## config.mk

```make
export PLATFORM = sky130hd
export DESIGN_NAME = control_channel_i2c_gpio_cfg
export DESIGN_NICKNAME = d
export VERILOG_FILES = /design/src/verilog/ccg_pkg.sv /design/src/verilog/guard_if.sv /design/src/verilog/control_channel_i2c_gpio_cfg.sv /design/src/verilog/glitch_filter.sv /design/src/verilog/bus_guard.sv
export VERILOG_INCLUDE_DIRS = /design/src /design/src/verilog
export SDC_FILE = /design/constraint.sdc
export NUM_CORES = 1
export LEC_CHECK = 0
export ABC_AREA = 1
export CORE_ASPECT_RATIO = 1.25
export CORE_MARGIN = 5
export CORE_UTILIZATION = 60
export DETAILED_ROUTE_END_ITERATION = 6
export DONT_BUFFER_PORTS = 1
export GPL_TIMING_DRIVEN = 0
export PLACE_DENSITY = 0.91
export SLEW_MARGIN = 20
export SYNTH_ARGS = -nofsm -noshare
export SYNTH_HDL_FRONTEND = slang
export SYNTH_SLANG_ARGS = --single-unit
```

## constraint.sdc

```tcl
create_clock -name CLK -period 14.3 [get_ports CLK]
set_input_delay 0.715 -clock CLK [delete_from_list [all_inputs] [get_ports CLK]]
set_output_delay 0.715 -clock CLK [all_outputs]
set_load 0.05 [all_outputs]
```

## src/verilog/ccg_regs.svh

```systemverilog
// Register offsets, field positions, reset values and timing figures of the I2C/GPIO block
`ifndef CCG_REGS_SVH
`define CCG_REGS_SVH
`define A_CHAN_WD 8'h08
`define A_I2C_ONE 8'h09
`define A_I2C_TWO 8'h0A
`define A_HIGH 8'h0B
`define A_LOW 8'h0C
`define A_PIN_DATA 8'h0D
`define A_PIN_CTRL 8'h0E
`define A_STATUS 8'h0F
`define R_CHAN_WD 8'hFE
`define R_I2C_ONE 8'h1E
`define R_I2C_TWO 8'h10
`define R_HIGH 8'h7F
`define R_LOW 8'h7F
`define R_PIN_DATA 8'hF0
`define R_PIN_CTRL 8'h0F
`define F_WD_OFF 0
`define F_BLOCK 7
`define F_HOLD 4
`define F_SETUP 4
`define F_DELAY 2
`define F_FAST 1
`define F_GUARD_OFF 0
`define CLK_NS 25
`define CLK_100FS 250000
`define CHAN_STEP_MS 2
`define HOLD_NS 50
`define FILT_NS 5
`define ACK_BASE_NS 80
`define ACK_UNIT_NS 640
`define DLY_BASE_NS 240
`define DLY_UNIT_NS 40
`define OSC_UNIT_100FS 380952
`define OSC_EXTRA 5
`define GUARD_SLOW_MS 1000
`define GUARD_FAST_US 50
`define RECOV_PULSES 9
`define RECOV_HALF_NS 5000
`endif

```

## src/verilog/ccg_pkg.sv

```systemverilog
// Types shared by the I2C/GPIO block modules
package ccg_pkg;
  typedef enum logic [3:0] {
    ST_IDLE = 4'h1, ST_DELAY = 4'h2, ST_SETUP = 4'h4, ST_HIGH = 4'h8
  } eng_state_type;
  typedef enum logic [2:0] {G_WATCH = 3'h1, G_LOW = 3'h2, G_HIGH = 3'h4} guard_state_type;
  typedef logic [11:0] count_type;
endpackage

```

## src/verilog/guard_if.sv

```systemverilog
// Signals between the core and the bus watchdog
`timescale 1ns/1ps
interface guard_if;
  logic ce;
  logic scl;
  logic sda;
  logic off;
  logic fast;
  logic free;
  logic recov;
  logic scl_drv;
  modport guard(input ce, scl, sda, off, fast, output free, recov, scl_drv);
  modport core(output ce, scl, sda, off, fast, input free, recov, scl_drv);
endinterface

```

## src/verilog/control_channel_i2c_gpio_cfg.sv

```systemverilog
// Control-channel I2C configuration, bit engine, channel watchdog and GPIO source selection
`timescale 1ns/1ps
`include "ccg_regs.svh"
module control_channel_i2c_gpio_cfg import ccg_pkg::*; #(
  parameter int CHAN_STEP_CYC = `CHAN_STEP_MS * 1000000 / `CLK_NS,
  parameter int GUARD_SLOW_CYC = `GUARD_SLOW_MS * 1000000 / `CLK_NS
) (
  // Clock and reset
  input wire logic CLK,
  input wire logic NRST,
  input wire logic CE,
  // Register access
  input wire logic [7:0] REG_ADDR,
  input wire logic [7:0] REG_WDATA,
  input wire logic REG_WR,
  input wire logic REG_REMOTE,
  output logic [7:0] REG_RDATA,
  output logic REG_WR_REFUSED,
  // Control channel
  input wire logic CHAN_BUSY,
  output logic CHAN_ABORT,
  // Bit engine
  input wire logic BIT_START,
  input wire logic BIT_TARGET,
  input wire logic BIT_ACK,
  input wire logic BIT_VAL,
  output logic BIT_DONE,
  output logic BIT_RDATA,
  // I2C pins
  input wire logic SCL_IN,
  input wire logic SDA_IN,
  output logic SCL_OUT,
  output logic SCL_OE,
  output logic SDA_OUT,
  output logic SDA_OE,
  output logic BUS_FREE,
  // GPIO
  input wire logic [3:0] REMOTE_GPIO,
  output logic [3:0] GPIO_OUT,
  output logic [3:0] GPIO_OE
);
  function automatic count_type cyc_of(input int unsigned t, input int unsigned per);
    int unsigned c;
    c = (t + per - 1) / per;
    if (c == 0) c = 1;
    return count_type'(c);
  endfunction

  logic [7:0] chan_wd_reg, chan_wd_next, i2c_one_reg, i2c_one_next, i2c_two_reg, i2c_two_next;
  logic [7:0] high_reg, high_next, low_reg, low_next, pin_data_reg, pin_data_next;
  logic [7:0] pin_ctrl_reg, pin_ctrl_next, rdata_reg, rdata_next;
  logic refused_reg, refused_next;
  logic [1:0] filt;
  logic [13:0] hold_reg, hold_next;
  logic sda_seen;
  count_type dly_cyc, lo_cyc, hi_cyc, ack_cyc, set_cyc;
  logic [16:0] pre_reg, pre_next;
  logic [6:0] step_reg, step_next;
  logic expired_reg, expired_next, abort_reg, abort_next;
  eng_state_type eng_reg, eng_next;
  count_type cnt_reg, cnt_next, len_reg, len_next;
  logic tgt_reg, tgt_next, ack_reg, ack_next, val_reg, val_next;
  logic scl_oe_reg, scl_oe_next, sda_oe_reg, sda_oe_next;
  logic done_reg, done_next, rbit_reg, rbit_next, scl_pin_reg, zero_reg;
  logic [3:0] gpio_out_reg, gpio_out_next, gpio_oe_reg, gpio_oe_next;
  guard_if gi();

  // Register file
  always_comb begin
    chan_wd_next = chan_wd_reg;
    i2c_one_next = i2c_one_reg;
    i2c_two_next = i2c_two_reg;
    high_next = high_reg;
    low_next = low_reg;
    pin_data_next = pin_data_reg;
    pin_ctrl_next = pin_ctrl_reg;
    refused_next = 1'b0;
    if (REG_WR) begin
      if (REG_REMOTE && i2c_one_reg[`F_BLOCK]) begin
        refused_next = 1'b1;
      end else begin
        case (REG_ADDR)
          `A_CHAN_WD: chan_wd_next = REG_WDATA;
          `A_I2C_ONE: i2c_one_next = REG_WDATA;
          `A_I2C_TWO: i2c_two_next = REG_WDATA;
          `A_HIGH: high_next = REG_WDATA;
          `A_LOW: low_next = REG_WDATA;
          `A_PIN_DATA: pin_data_next = REG_WDATA;
          `A_PIN_CTRL: pin_ctrl_next = REG_WDATA;
          default: ;
        endcase
      end
    end
    case (REG_ADDR)
      `A_CHAN_WD: rdata_next = chan_wd_reg;
      `A_I2C_ONE: rdata_next = i2c_one_reg;
      `A_I2C_TWO: rdata_next = i2c_two_reg;
      `A_HIGH: rdata_next = high_reg;
      `A_LOW: rdata_next = low_reg;
      `A_PIN_DATA: rdata_next = pin_data_reg;
      `A_PIN_CTRL: rdata_next = pin_ctrl_reg;
      `A_STATUS: rdata_next = {4'h0, expired_reg, eng_reg != ST_IDLE, gi.recov, gi.free};
      default: rdata_next = 8'h00;
    endcase
  end

  always_ff @(posedge CLK or negedge NRST) begin
    if (!NRST) begin
      chan_wd_reg <= `R_CHAN_WD;
      i2c_one_reg <= `R_I2C_ONE;
      i2c_two_reg <= `R_I2C_TWO;
      high_reg <= `R_HIGH;
      low_reg <= `R_LOW;
      pin_data_reg <= `R_PIN_DATA;
      pin_ctrl_reg <= `R_PIN_CTRL;
      rdata_reg <= 8'h00;
      refused_reg <= 1'b0;
    end else if (CE) begin
      chan_wd_reg <= chan_wd_next;
      i2c_one_reg <= i2c_one_next;
      i2c_two_reg <= i2c_two_next;
      high_reg <= high_next;
      low_reg <= low_next;
      pin_data_reg <= pin_data_next;
      pin_ctrl_reg <= pin_ctrl_next;
      rdata_reg <= rdata_next;
      refused_reg <= refused_next;
    end
  end

  // Line conditioning
  genvar g;
  for (g = 0; g < 2; g++) begin : g_filt
    glitch_filter u_filt (
      .clk(CLK),
      .nrst(NRST),
      .ce(CE),
      .depth(i2c_one_reg[3:0]),
      .din(g == 0 ? SCL_IN : SDA_IN),
      .dout(filt[g])
    );
  end

  always_comb begin
    hold_next = {hold_reg[12:0], filt[1]};
    // Hold delays SDA so a late SDA change is not seen as a start or stop
    if (i2c_one_reg[`F_HOLD +: 3] == 3'h0) begin
      sda_seen = filt[1];
    end else begin
      sda_seen = hold_reg[int'(i2c_one_reg[`F_HOLD +: 3]) * `HOLD_NS / `CLK_NS - 1];
    end
  end

  always_ff @(posedge CLK or negedge NRST) begin
    if (!NRST) begin
      hold_reg <= 14'h3FFF;
    end else if (CE) begin
      hold_reg <= hold_next;
    end
  end

  always_comb begin
    dly_cyc = cyc_of(`DLY_BASE_NS + `DLY_UNIT_NS * int'(i2c_two_reg[`F_DELAY +: 2]), `CLK_NS);
    ack_cyc = cyc_of(`ACK_BASE_NS + `ACK_UNIT_NS * int'(i2c_two_reg[`F_SETUP +: 4]), `CLK_NS);
    lo_cyc = cyc_of(`OSC_UNIT_100FS * (int'(low_reg) + `OSC_EXTRA), `CLK_100FS);
    hi_cyc = cyc_of(`OSC_UNIT_100FS * (int'(high_reg) + `OSC_EXTRA), `CLK_100FS);
    set_cyc = (lo_cyc > dly_cyc) ? lo_cyc - dly_cyc : 12'h001;
  end

  // Control-channel watchdog
  always_comb begin
    pre_next = pre_reg + 17'h00001;
    step_next = step_reg;
    expired_next = expired_reg;
    abort_next = 1'b0;
    if (!CHAN_BUSY || chan_wd_reg[`F_WD_OFF]) begin
      pre_next = 17'h00000;
      step_next = 7'h00;
      expired_next = 1'b0;
    end else if (expired_reg) begin
      pre_next = pre_reg;
    end else if (pre_reg == 17'(CHAN_STEP_CYC - 1)) begin
      pre_next = 17'h00000;
      step_next = step_reg + 7'h01;
      if (step_reg + 7'h01 >= chan_wd_reg[7:1]) begin
        abort_next = 1'b1;
        expired_next = 1'b1;
      end
    end
  end

  always_ff @(posedge CLK or negedge NRST) begin
    if (!NRST) begin
      pre_reg <= 17'h00000;
      step_reg <= 7'h00;
      expired_reg <= 1'b0;
      abort_reg <= 1'b0;
    end else if (CE) begin
      pre_reg <= pre_next;
      step_reg <= step_next;
      expired_reg <= expired_next;
      abort_reg <= abort_next;
    end
  end

  // Bit engine: one SCL period as controller, or one stretched bit as target
  always_comb begin
    eng_next = eng_reg;
    cnt_next = cnt_reg - 12'h001;
    tgt_next = tgt_reg;
    ack_next = ack_reg;
    val_next = val_reg;
    scl_oe_next = scl_oe_reg;
    sda_oe_next = sda_oe_reg;
    done_next = 1'b0;
    rbit_next = rbit_reg;
    unique case (eng_reg)
      ST_IDLE: begin
        cnt_next = cnt_reg;
        if (BIT_START && !gi.recov) begin
          eng_next = ST_DELAY;
          tgt_next = BIT_TARGET;
          ack_next = BIT_ACK;
          val_next = BIT_VAL;
          cnt_next = dly_cyc - 12'h001;
          scl_oe_next = 1'b1;
        end
      end
      ST_DELAY: begin
        if (cnt_reg == 12'h000) begin
          eng_next = ST_SETUP;
          sda_oe_next = !val_reg;
          if (!tgt_reg) begin
            cnt_next = set_cyc - 12'h001;
          end else if (ack_reg) begin
            cnt_next = ack_cyc - 12'h001;
          end else begin
            cnt_next = lo_cyc - 12'h001;
          end
        end
      end
      ST_SETUP: begin
        if (cnt_reg == 12'h000) begin
          eng_next = ST_HIGH;
          scl_oe_next = 1'b0;
          cnt_next = hi_cyc - 12'h001;
        end
      end
      ST_HIGH: begin
        // A slave stretching SCL holds the high count back
        if (!filt[0]) begin
          cnt_next = cnt_reg;
        end else if (tgt_reg || cnt_reg == 12'h000) begin
          eng_next = ST_IDLE;
          done_next = 1'b1;
          rbit_next = sda_seen;
        end
      end
    endcase
    if (abort_next) begin
      eng_next = ST_IDLE;
      scl_oe_next = 1'b0;
      sda_oe_next = 1'b0;
    end
    len_next = (eng_next != eng_reg) ? 12'h000 : len_reg + 12'h001;
  end

  always_ff @(posedge CLK or negedge NRST) begin
    if (!NRST) begin
      eng_reg <= ST_IDLE;
      cnt_reg <= 12'h000;
      len_reg <= 12'h000;
      tgt_reg <= 1'b0;
      ack_reg <= 1'b0;
      val_reg <= 1'b1;
      scl_oe_reg <= 1'b0;
      sda_oe_reg <= 1'b0;
      done_reg <= 1'b0;
      rbit_reg <= 1'b0;
    end else if (CE) begin
      eng_reg <= eng_next;
      cnt_reg <= cnt_next;
      len_reg <= len_next;
      tgt_reg <= tgt_next;
      ack_reg <= ack_next;
      val_reg <= val_next;
      scl_oe_reg <= scl_oe_next;
      sda_oe_reg <= sda_oe_next;
      done_reg <= done_next;
      rbit_reg <= rbit_next;
    end
  end

  // Bus watchdog
  assign gi.ce = CE;
  assign gi.scl = filt[0];
  assign gi.sda = sda_seen;
  assign gi.off = i2c_two_reg[`F_GUARD_OFF];
  assign gi.fast = i2c_two_reg[`F_FAST];
  bus_guard #(.SLOW_CYC(GUARD_SLOW_CYC)) u_guard (
    .clk(CLK),
    .nrst(NRST),
    .gi(gi.guard)
  );

  // GPIO source and pin registers
  always_comb begin
    gpio_out_next = (pin_data_reg[7:4] & REMOTE_GPIO)
      | (~pin_data_reg[7:4] & pin_data_reg[3:0]);
    gpio_oe_next = pin_data_reg[7:4] | pin_ctrl_reg[7:4];
  end

  always_ff @(posedge CLK or negedge NRST) begin
    if (!NRST) begin
      gpio_out_reg <= 4'h0;
      gpio_oe_reg <= 4'h0;
      scl_pin_reg <= 1'b0;
      zero_reg <= 1'b0;
    end else if (CE) begin
      gpio_out_reg <= gpio_out_next;
      gpio_oe_reg <= gpio_oe_next;
      scl_pin_reg <= scl_oe_reg | gi.scl_drv;
      zero_reg <= 1'b0;
    end
  end

  assign REG_RDATA = rdata_reg;
  assign REG_WR_REFUSED = refused_reg;
  assign CHAN_ABORT = abort_reg;
  assign BIT_DONE = done_reg;
  assign BIT_RDATA = rbit_reg;
  assign SCL_OUT = zero_reg;
  assign SDA_OUT = zero_reg;
  assign SCL_OE = scl_pin_reg;
  assign SDA_OE = sda_oe_reg;
  assign BUS_FREE = gi.free;
  assign GPIO_OUT = gpio_out_reg;
  assign GPIO_OE = gpio_oe_reg;
endmodule

```

## src/verilog/glitch_filter.sv

```systemverilog
// Pin synchroniser and glitch filter for one I2C line
`timescale 1ns/1ps
`include "ccg_regs.svh"
module glitch_filter import ccg_pkg::*; (
  // Clock and reset
  input wire logic clk,
  input wire logic nrst,
  input wire logic ce,
  // Line
  input wire logic [3:0] depth,
  input wire logic din,
  output logic dout
);
  logic s1_reg, s2_reg, s3_reg, out_reg;
  logic [2:0] cnt_reg, cnt_next;
  logic out_next;
  logic [2:0] lim;

  always_comb begin
    lim = 3'((int'(depth) * `FILT_NS + `CLK_NS - 1) / `CLK_NS);
    out_next = out_reg;
    cnt_next = 3'h0;
    // A new level must outlast the glitch window before it is taken
    if (s2_reg == s3_reg && s3_reg != out_reg) begin
      if (cnt_reg >= lim) begin
        out_next = s3_reg;
      end else begin
        cnt_next = cnt_reg + 3'h1;
      end
    end
  end

  always_ff @(posedge clk or negedge nrst) begin
    if (!nrst) begin
      s1_reg <= 1'b1;
      s2_reg <= 1'b1;
      s3_reg <= 1'b1;
      out_reg <= 1'b1;
      cnt_reg <= 3'h0;
    end else if (ce) begin
      s1_reg <= din;
      s2_reg <= s1_reg;
      s3_reg <= s2_reg;
      out_reg <= out_next;
      cnt_reg <= cnt_next;
    end
  end
  assign dout = out_reg;
endmodule

```

## src/verilog/bus_guard.sv

```systemverilog
// Local I2C bus watchdog: free-bus detection and nine-clock recovery
`timescale 1ns/1ps
`include "ccg_regs.svh"
module bus_guard import ccg_pkg::*; #(
  parameter int SLOW_CYC = `GUARD_SLOW_MS * 1000000 / `CLK_NS
) (
  // Clock and reset
  input wire logic clk,
  input wire logic nrst,
  // Core side
  guard_if.guard gi
);
  localparam int FAST_CYC = `GUARD_FAST_US * 1000 / `CLK_NS;
  localparam int HALF_CYC = `RECOV_HALF_NS / `CLK_NS;
  guard_state_type st_reg, st_next;
  logic [25:0] cnt_reg, cnt_next, lim;
  logic [3:0] n_reg, n_next;
  logic [1:0] prev_reg, prev_next;
  logic free_reg, free_next, drv_reg, drv_next, recov_reg, recov_next;

  always_comb begin
    lim = gi.fast ? 26'(FAST_CYC) : 26'(SLOW_CYC);
    st_next = st_reg;
    cnt_next = cnt_reg + 26'h0000001;
    n_next = n_reg;
    free_next = free_reg;
    drv_next = drv_reg;
    prev_next = {gi.sda, gi.scl};
    unique case (st_reg)
      G_WATCH: begin
        if (prev_reg != {gi.sda, gi.scl}) begin
          cnt_next = 26'h0000000;
          free_next = 1'b0;
        end else if (cnt_reg >= lim - 26'h0000001) begin
          cnt_next = 26'h0000000;
          if (gi.sda) begin
            free_next = 1'b1;
          end else begin
            st_next = G_LOW;
            drv_next = 1'b1;
            n_next = 4'h0;
          end
        end
      end
      G_LOW: begin
        if (cnt_reg == 26'(HALF_CYC - 1)) begin
          cnt_next = 26'h0000000;
          drv_next = 1'b0;
          st_next = G_HIGH;
        end
      end
      G_HIGH: begin
        if (cnt_reg == 26'(HALF_CYC - 1)) begin
          cnt_next = 26'h0000000;
          n_next = n_reg + 4'h1;
          if (n_reg == 4'(`RECOV_PULSES - 1)) begin
            st_next = G_WATCH;
          end else begin
            st_next = G_LOW;
            drv_next = 1'b1;
          end
        end
      end
    endcase
    if (gi.off) begin
      st_next = G_WATCH;
      cnt_next = 26'h0000000;
      free_next = 1'b0;
      drv_next = 1'b0;
    end
    recov_next = st_next != G_WATCH;
  end

  always_ff @(posedge clk or negedge nrst) begin
    if (!nrst) begin
      st_reg <= G_WATCH;
      cnt_reg <= 26'h0000000;
      n_reg <= 4'h0;
      prev_reg <= 2'h3;
      free_reg <= 1'b0;
      drv_reg <= 1'b0;
      recov_reg <= 1'b0;
    end else if (gi.ce) begin
      st_reg <= st_next;
      cnt_reg <= cnt_next;
      n_reg <= n_next;
      prev_reg <= prev_next;
      free_reg <= free_next;
      drv_reg <= drv_next;
      recov_reg <= recov_next;
    end
  end
  assign gi.free = free_reg;
  assign gi.recov = recov_reg;
  assign gi.scl_drv = drv_reg;
endmodule

```

==> metrics.csv, run 1 <==
stage;metric;value;unit
synth;synth_cells;5597;
global_routing;grtUsageTotal;0.6089;
floorplanning;die_w;223.1;um
synth;synthSimpleGateAreaFrac;0.4536;
clocking;cts-root-buf;clkbuf_16;
synth;synth_compound_area_frac;0.1195;
synth;yosys.area.top_type_share;0.1720;
synth;synth_cell_type_count;92;
synth;synth_flop_cell;dfrtp_1;
floorplanning;ios;57;
synth;synth.yosys.seq_area_share;0.1411;
run_status;stop_error;[ERROR GRT-0232] Routing congestion too high. Check the congestion heatmap in the GUI.;
synth;synth_edf_count;0;
synth;syn_area_per_cell;6.087;um^2
global_routing;grt_max_degree;129;
synth;synth_area_leaders;nand2_1 17%, dfrtp_1 9.4%, inv_1 8.9%;
synth;synth_top_family_by_area;simple AND/OR/NAND/NOR gates;
placement;port-buffer-count;0;
clocking;clockBufferDepth;2;
clocking;cts_sinks;189;
floorplanning;die_h;276.4;um
timing;endpoint_type;register input;
clocking;numCtsBuffers;17;
run_status;lastStage;global routing;
clocking;ctsHtreeMaxLevel;4;
synth;ys_warn_count;0;
synth;syn_area;34070;um^2
global_routing;grt_overflow;111;
synth;ys_ff_latch;189;
floorplanning;rows;97;
synth;async_reset_ff_frac;1.000;
run_status;status;aborted with a tool error;
placement;dp.final_hpwl;73740;um
synth;synthAdderAreaFrac;0.1050;
placement;place_congestion;0.9822;
synth;synthMuxAreaShare;0.0002938;
synth;synth_top_area_cell;nand2_1;
synth;synth_xor_area_frac;0.06574;
timing;worst_endpoint;cnt_reg[10]$_DFFE_PN0P_/D;
floorplanning;start_util;0.6062;
-- stage by stage --
| stage | hold WS, ns | area, um^2 | instances | setup WS [ns] |
|---|---|---|---|---|
| after floorplan | 0.4194 | 34450 | 5598 | -0.7549 |
| after detailed placement | 0.4241 | 35390 | 6340 | -3.609 |
| after global placement | 0.4244 | 35370 | 6340 | -3.348 |
| after CTS | 0.08842 | 39700 | 6640 | -1.413 |
-- logic make-up after synthesis --
kind of cell,Yosys count
simple gates,3250
compound gates,682
flops,189
xor+xnor,251
buf+inv,964
mux,1
fa+ha+maj,259
other cells,1
-- cell usage after synthesis (6+ instances only) --
library cell and instances:
a211oi_1 6, a21o_1 6, a21oi_1 164, a21oi_2 9
a21oi_4 6, a31oi_1 12, a32o_1 6, buf_12 8
buf_6 10, clkbuf_1 37, clkinv_1 12, dfrtp_1 128
dfstp_2 61, fa_1 45, ha_1 214, inv_1 806
inv_2 70, nand2_1 1561, nand2_2 192, nand2_4 84
nand3_1 464, nand3_2 25, nand3_4 12, nand3b_1 26
nand4_1 156, nor2_1 499, nor2_2 52, nor2_4 25
nor3_1 82, nor4_1 21, o211ai_1 32, o21ai_0 275
o21ai_1 38, o21ai_2 8, o21bai_1 9, o22ai_1 25
o31ai_1 27, or2_2 18, xnor2_1 58, xor2_1 189
-- per-layer routing --
layer	global-route usage	GRT overflow
met1	0.6002	12
met2	0.7723	57
met3	0.4891	8
met4	0.5401	34
met5	0.2974	0
-- what timing repair did --
item,in CTS
hold buffers,1
pin swaps,246
hold endpoints to repair,128
cloned,6
resized for setup,416
setup endpoints to repair,12
buffers inserted,262
==> run 2: changes to the inputs <==
Settings changed: CORE_ASPECT_RATIO 1.25 to not set, CORE_UTILIZATION 60 to 40, PLACE_DENSITY 0.91 to not set, PLACE_DENSITY_LB_ADDON set to 0.15.
Clock period 14.3 ns to 18.6 ns, I/O delays scaled along.
==> metrics.csv, run 2 <==
stage;metric;value;unit;change
run_status;status;finished, final reports clean;;
global_routing;grt.met2_usage;0.3496;;
cells_and_area;finalInstanceArea;37360;um^2;
clocking;cts_tree;built;;
worst_setup_path;crit_top_cell;nand2_1;;
global_routing;met3_usage;0.02124;;
timing;setup_violations;0;;
placement;place_congestion;0.9073;;-7.6%
cells_and_area;final_cell_mix;1529 x nand2_1, 799 x inv_1, 462 x nor2_1;;
synth;yosysMostFrequentCell;nand2_1;;
cells_and_area;nets;5975;;
timing;fin_crit;17.30;ns;
clocking;ctsHtreeMaxLevel;4;;unchanged
global_routing;first_global_vias;32020;;
synth;synth_edf_count;0;;unchanged
timing;finClkSkew;0.01809;ns;
worst_setup_path;startpoint_type;flop;;
placement;dp.cells;6742;;+6.3%
floorplanning;ios;57;;unchanged
global_routing;grt_overflow;0;;
cells_and_area;final_util;0.4401;;
timing;hold_violations;0;;
synth;synth_cell_type_count;92;;unchanged
global_routing;grtUsageTotal;0.2051;;
clocking;cts-root-buf;clkbuf_16;;
synth;ys_ff_latch;189;;unchanged
global_routing;grt-busiest-layer;met2;;
route;drc;0;;
global_routing;grt_use_met1;0.2838;;
power_and_ir_drop;p_per_area;182.8;nW/um^2;
synth;synth_area_leaders;nand2_1 17%, dfrtp_1 9.4%, inv_1 8.9%;;
power_and_ir_drop;clkPwrFrac;0.056;;
floorplanning;rows;107;;+10%
power_and_ir_drop;seq_power_share;0.086;;
placement;dp.final_hpwl;79460;um;+7.7%
power_and_ir_drop;swShare;0.6054;;
cells_and_area;drive_above_1_share;0.1476;;
clocking;clk_latency;0.47;ns;
power_and_ir_drop;combPwrFrac;0.858;;
timing;finalMaxSlewViolations;0;;
timing;maxSlewHeadroom;0.3019;;
cells_and_area;largest_reg_flops;26;;
clocking;cts.clk_slew.worst_paths;0.08;ns;
timing;setup_slack;1.299;ns;
route;first_iter_violations;2072;;
route;wl;96750;um;
synth;yosys.area.top_type_share;0.1720;;unchanged
worst_setup_path;slowest_stage;dfstp_2;;
cells_and_area;instances_no_fill;6841;;
worst_setup_path;worst-setup-path-type;flop to flop;;
cells_and_area;area_growth;9.660;%;
floorplanning;start_util;0.4014;;-0.2049
synth;yosys-top-cells-count;1561 x nand2_1, 806 x inv_1, 499 x nor2_1;;
timing;hold-worst-slack;0.1541;ns;
placement;post_dp_cell_area;35510;um^2;+0.34%
power_and_ir_drop;vdd_drop_max;0.0001473;V;
power_and_ir_drop;power;6.829;mW;
synth;synth_top_area_cell;nand2_1;;
route;viasPerCell;5.076;;
route;ant_nets;0;;
route;wl_per_cell;14.14;um;
route;routed-via-count;34730;;
job;maxCapViolCount;0;;
worst_setup_path;crit_required;18.96;ns;
global_routing;grt_max_degree;190;;
route;drtPass1Iterations;7;;
synth;synth.yosys.seq_area_share;0.1411;;unchanged
cells_and_area;final_common_cell;nand2_1;;
timing;post-route-period-util;0.9302;;
floorplanning;core;84880;um^2;
power_and_ir_drop;internal-power;2.695;mW;
worst_setup_path;crit_arrival;17.66;ns;
power_and_ir_drop;switchingPower;4.135;mW;
global_routing;antenna_found_initial;0;;
worst_setup_path;cpPeakStageDelay;0.58;ns;
floorplanning;die_w;301.8;um;+35%
placement;port-buffer-count;0;;unchanged
worst_setup_path;endpoint_kind;flop;;
worst_setup_path;cp_max_fo;10;;
worst_hold_path;min_path_type;primary input to async pin;;
timing;timing.fmax;0.05780;GHz;
synth;syn_area;34070;um^2;unchanged
placement;dp_slack;-0.7441;ns;+2.865 ns
synth;synth_cells;5597;;unchanged
floorplanning;die_h;301.8;um;+9.2%
floorplanning;die-area;91100;um^2;
synth;syn_area_per_cell;6.087;um^2;unchanged
synth;async_reset_ff_frac;1.000;;unchanged
synth;synth_flop_cell;dfrtp_1;;
synth;ys_warn_count;0;;unchanged
clocking;clockBufferDepth;2;;unchanged
clocking;numCtsBuffers;17;;unchanged
clocking;cts_sinks;189;;unchanged
power_and_ir_drop;p_leak;19.37;nW;
timing;timing.setup.tns;0;ns;
clocking;hold_buffers;0;;-1
cells_and_area;diodes;0;;
global_routing;grt_pass1_wl;158800;um;
timing;worst_slew_pin_slew;1.038;ns;
==> run 2: cell counts after synthesis <==
Identical to the previous run, type by type.
==> run 2: logic make-up after synthesis <==
kind of cell,after synthesis,synth area share
AOI/OAI and AO/OA,682,0.1195
buffers and inverters,964,0.1147
muxes,1,0.0002938
adders and majority gates,259,0.1050
other,1,0.0001101
DFF,189,0.1411
and+or+nand+nor,3250,0.4536
xor gates and xnor gates,251,0.06574
==> run 2: repair_timing <==
item                       CTS  global route
resized for setup           13           166
setup buffers                4            60
setup endpoints to repair   11            12
gates cloned                 0             3
pin swaps                    3            53
==> run 2: final timing paths <==
path | to | cells past startpoint | slack, ns | start
setup / recovery | cnt_reg[9]$_DFFE_PN0P_ | 133 | 1.30 | low_reg[0]$_DFFE_PN1P_
hold / removal | u_guard.cnt_reg[10]$_DFFE_PN0P_ | 0 | 0.15 | NRST
setup reg to reg | cnt_reg[9]$_DFFE_PN0P_ | 133 | 1.30 | low_reg[0]$_DFFE_PN1P_
hold reg to reg | g_filt[0].u_filt.s1_reg$_DFFE_PN1P_ | 2 | 0.47 | g_filt[0].u_filt.s1_reg$_DFFE_PN1P_
max in group asynchronous | hold_reg[1]$_DFFE_PN1P_ | 0 | 18.18 | NRST
min in group CLK | g_filt[0].u_filt.s1_reg$_DFFE_PN1P_ | 2 | 0.47 | g_filt[0].u_filt.s1_reg$_DFFE_PN1P_
==> run 2: metal layers <==
layer  share of wire  vias to the layer above
li1                -                    18250
met1            0.49                    15880
met2            0.46                      525
met3           0.036                       72
met4           0.015                        0
met5               0                        -
==> run 2: area by class of cell <==
class	instances	area [um^2]
clock inverter	15	185.2
sequential	189	4806
timing repair buffer	64	518.0
buffer	67	574.3
multi-input combinational	4448	26020
fill	9265	47520
clock buffer	17	425.4
inverter	897	3398
tap	1144	1431
==> run 2: critical path, delay by kind of cell, from the launching register on <==
| family | cells | cell delay [ns] |
|---|---|---|
| AND/OR/NAND/NOR | 93 | 9.52 |
| buffers and inverters | 23 | 2.81 |
| adder cells (fa/ha/maj) | 7 | 2.69 |
| AO/OA/AOI/OAI | 9 | 1.28 |
| flip-flops | 1 | 0.58 |
| XOR/XNOR | 1 | 0.26 |
==> run 2: power groups by stage <==
stage               clock (mW)  sequential [mW]  combinational, mW
detailed placement           0            0.589               5.55
floorplan                    0            0.567               4.55
global route             0.409            0.595               6.62
global placement             0            0.589               5.54
finish                   0.385            0.584               5.86
CTS                      0.392            0.583               5.60
Power figures use the tool's default switching activity.
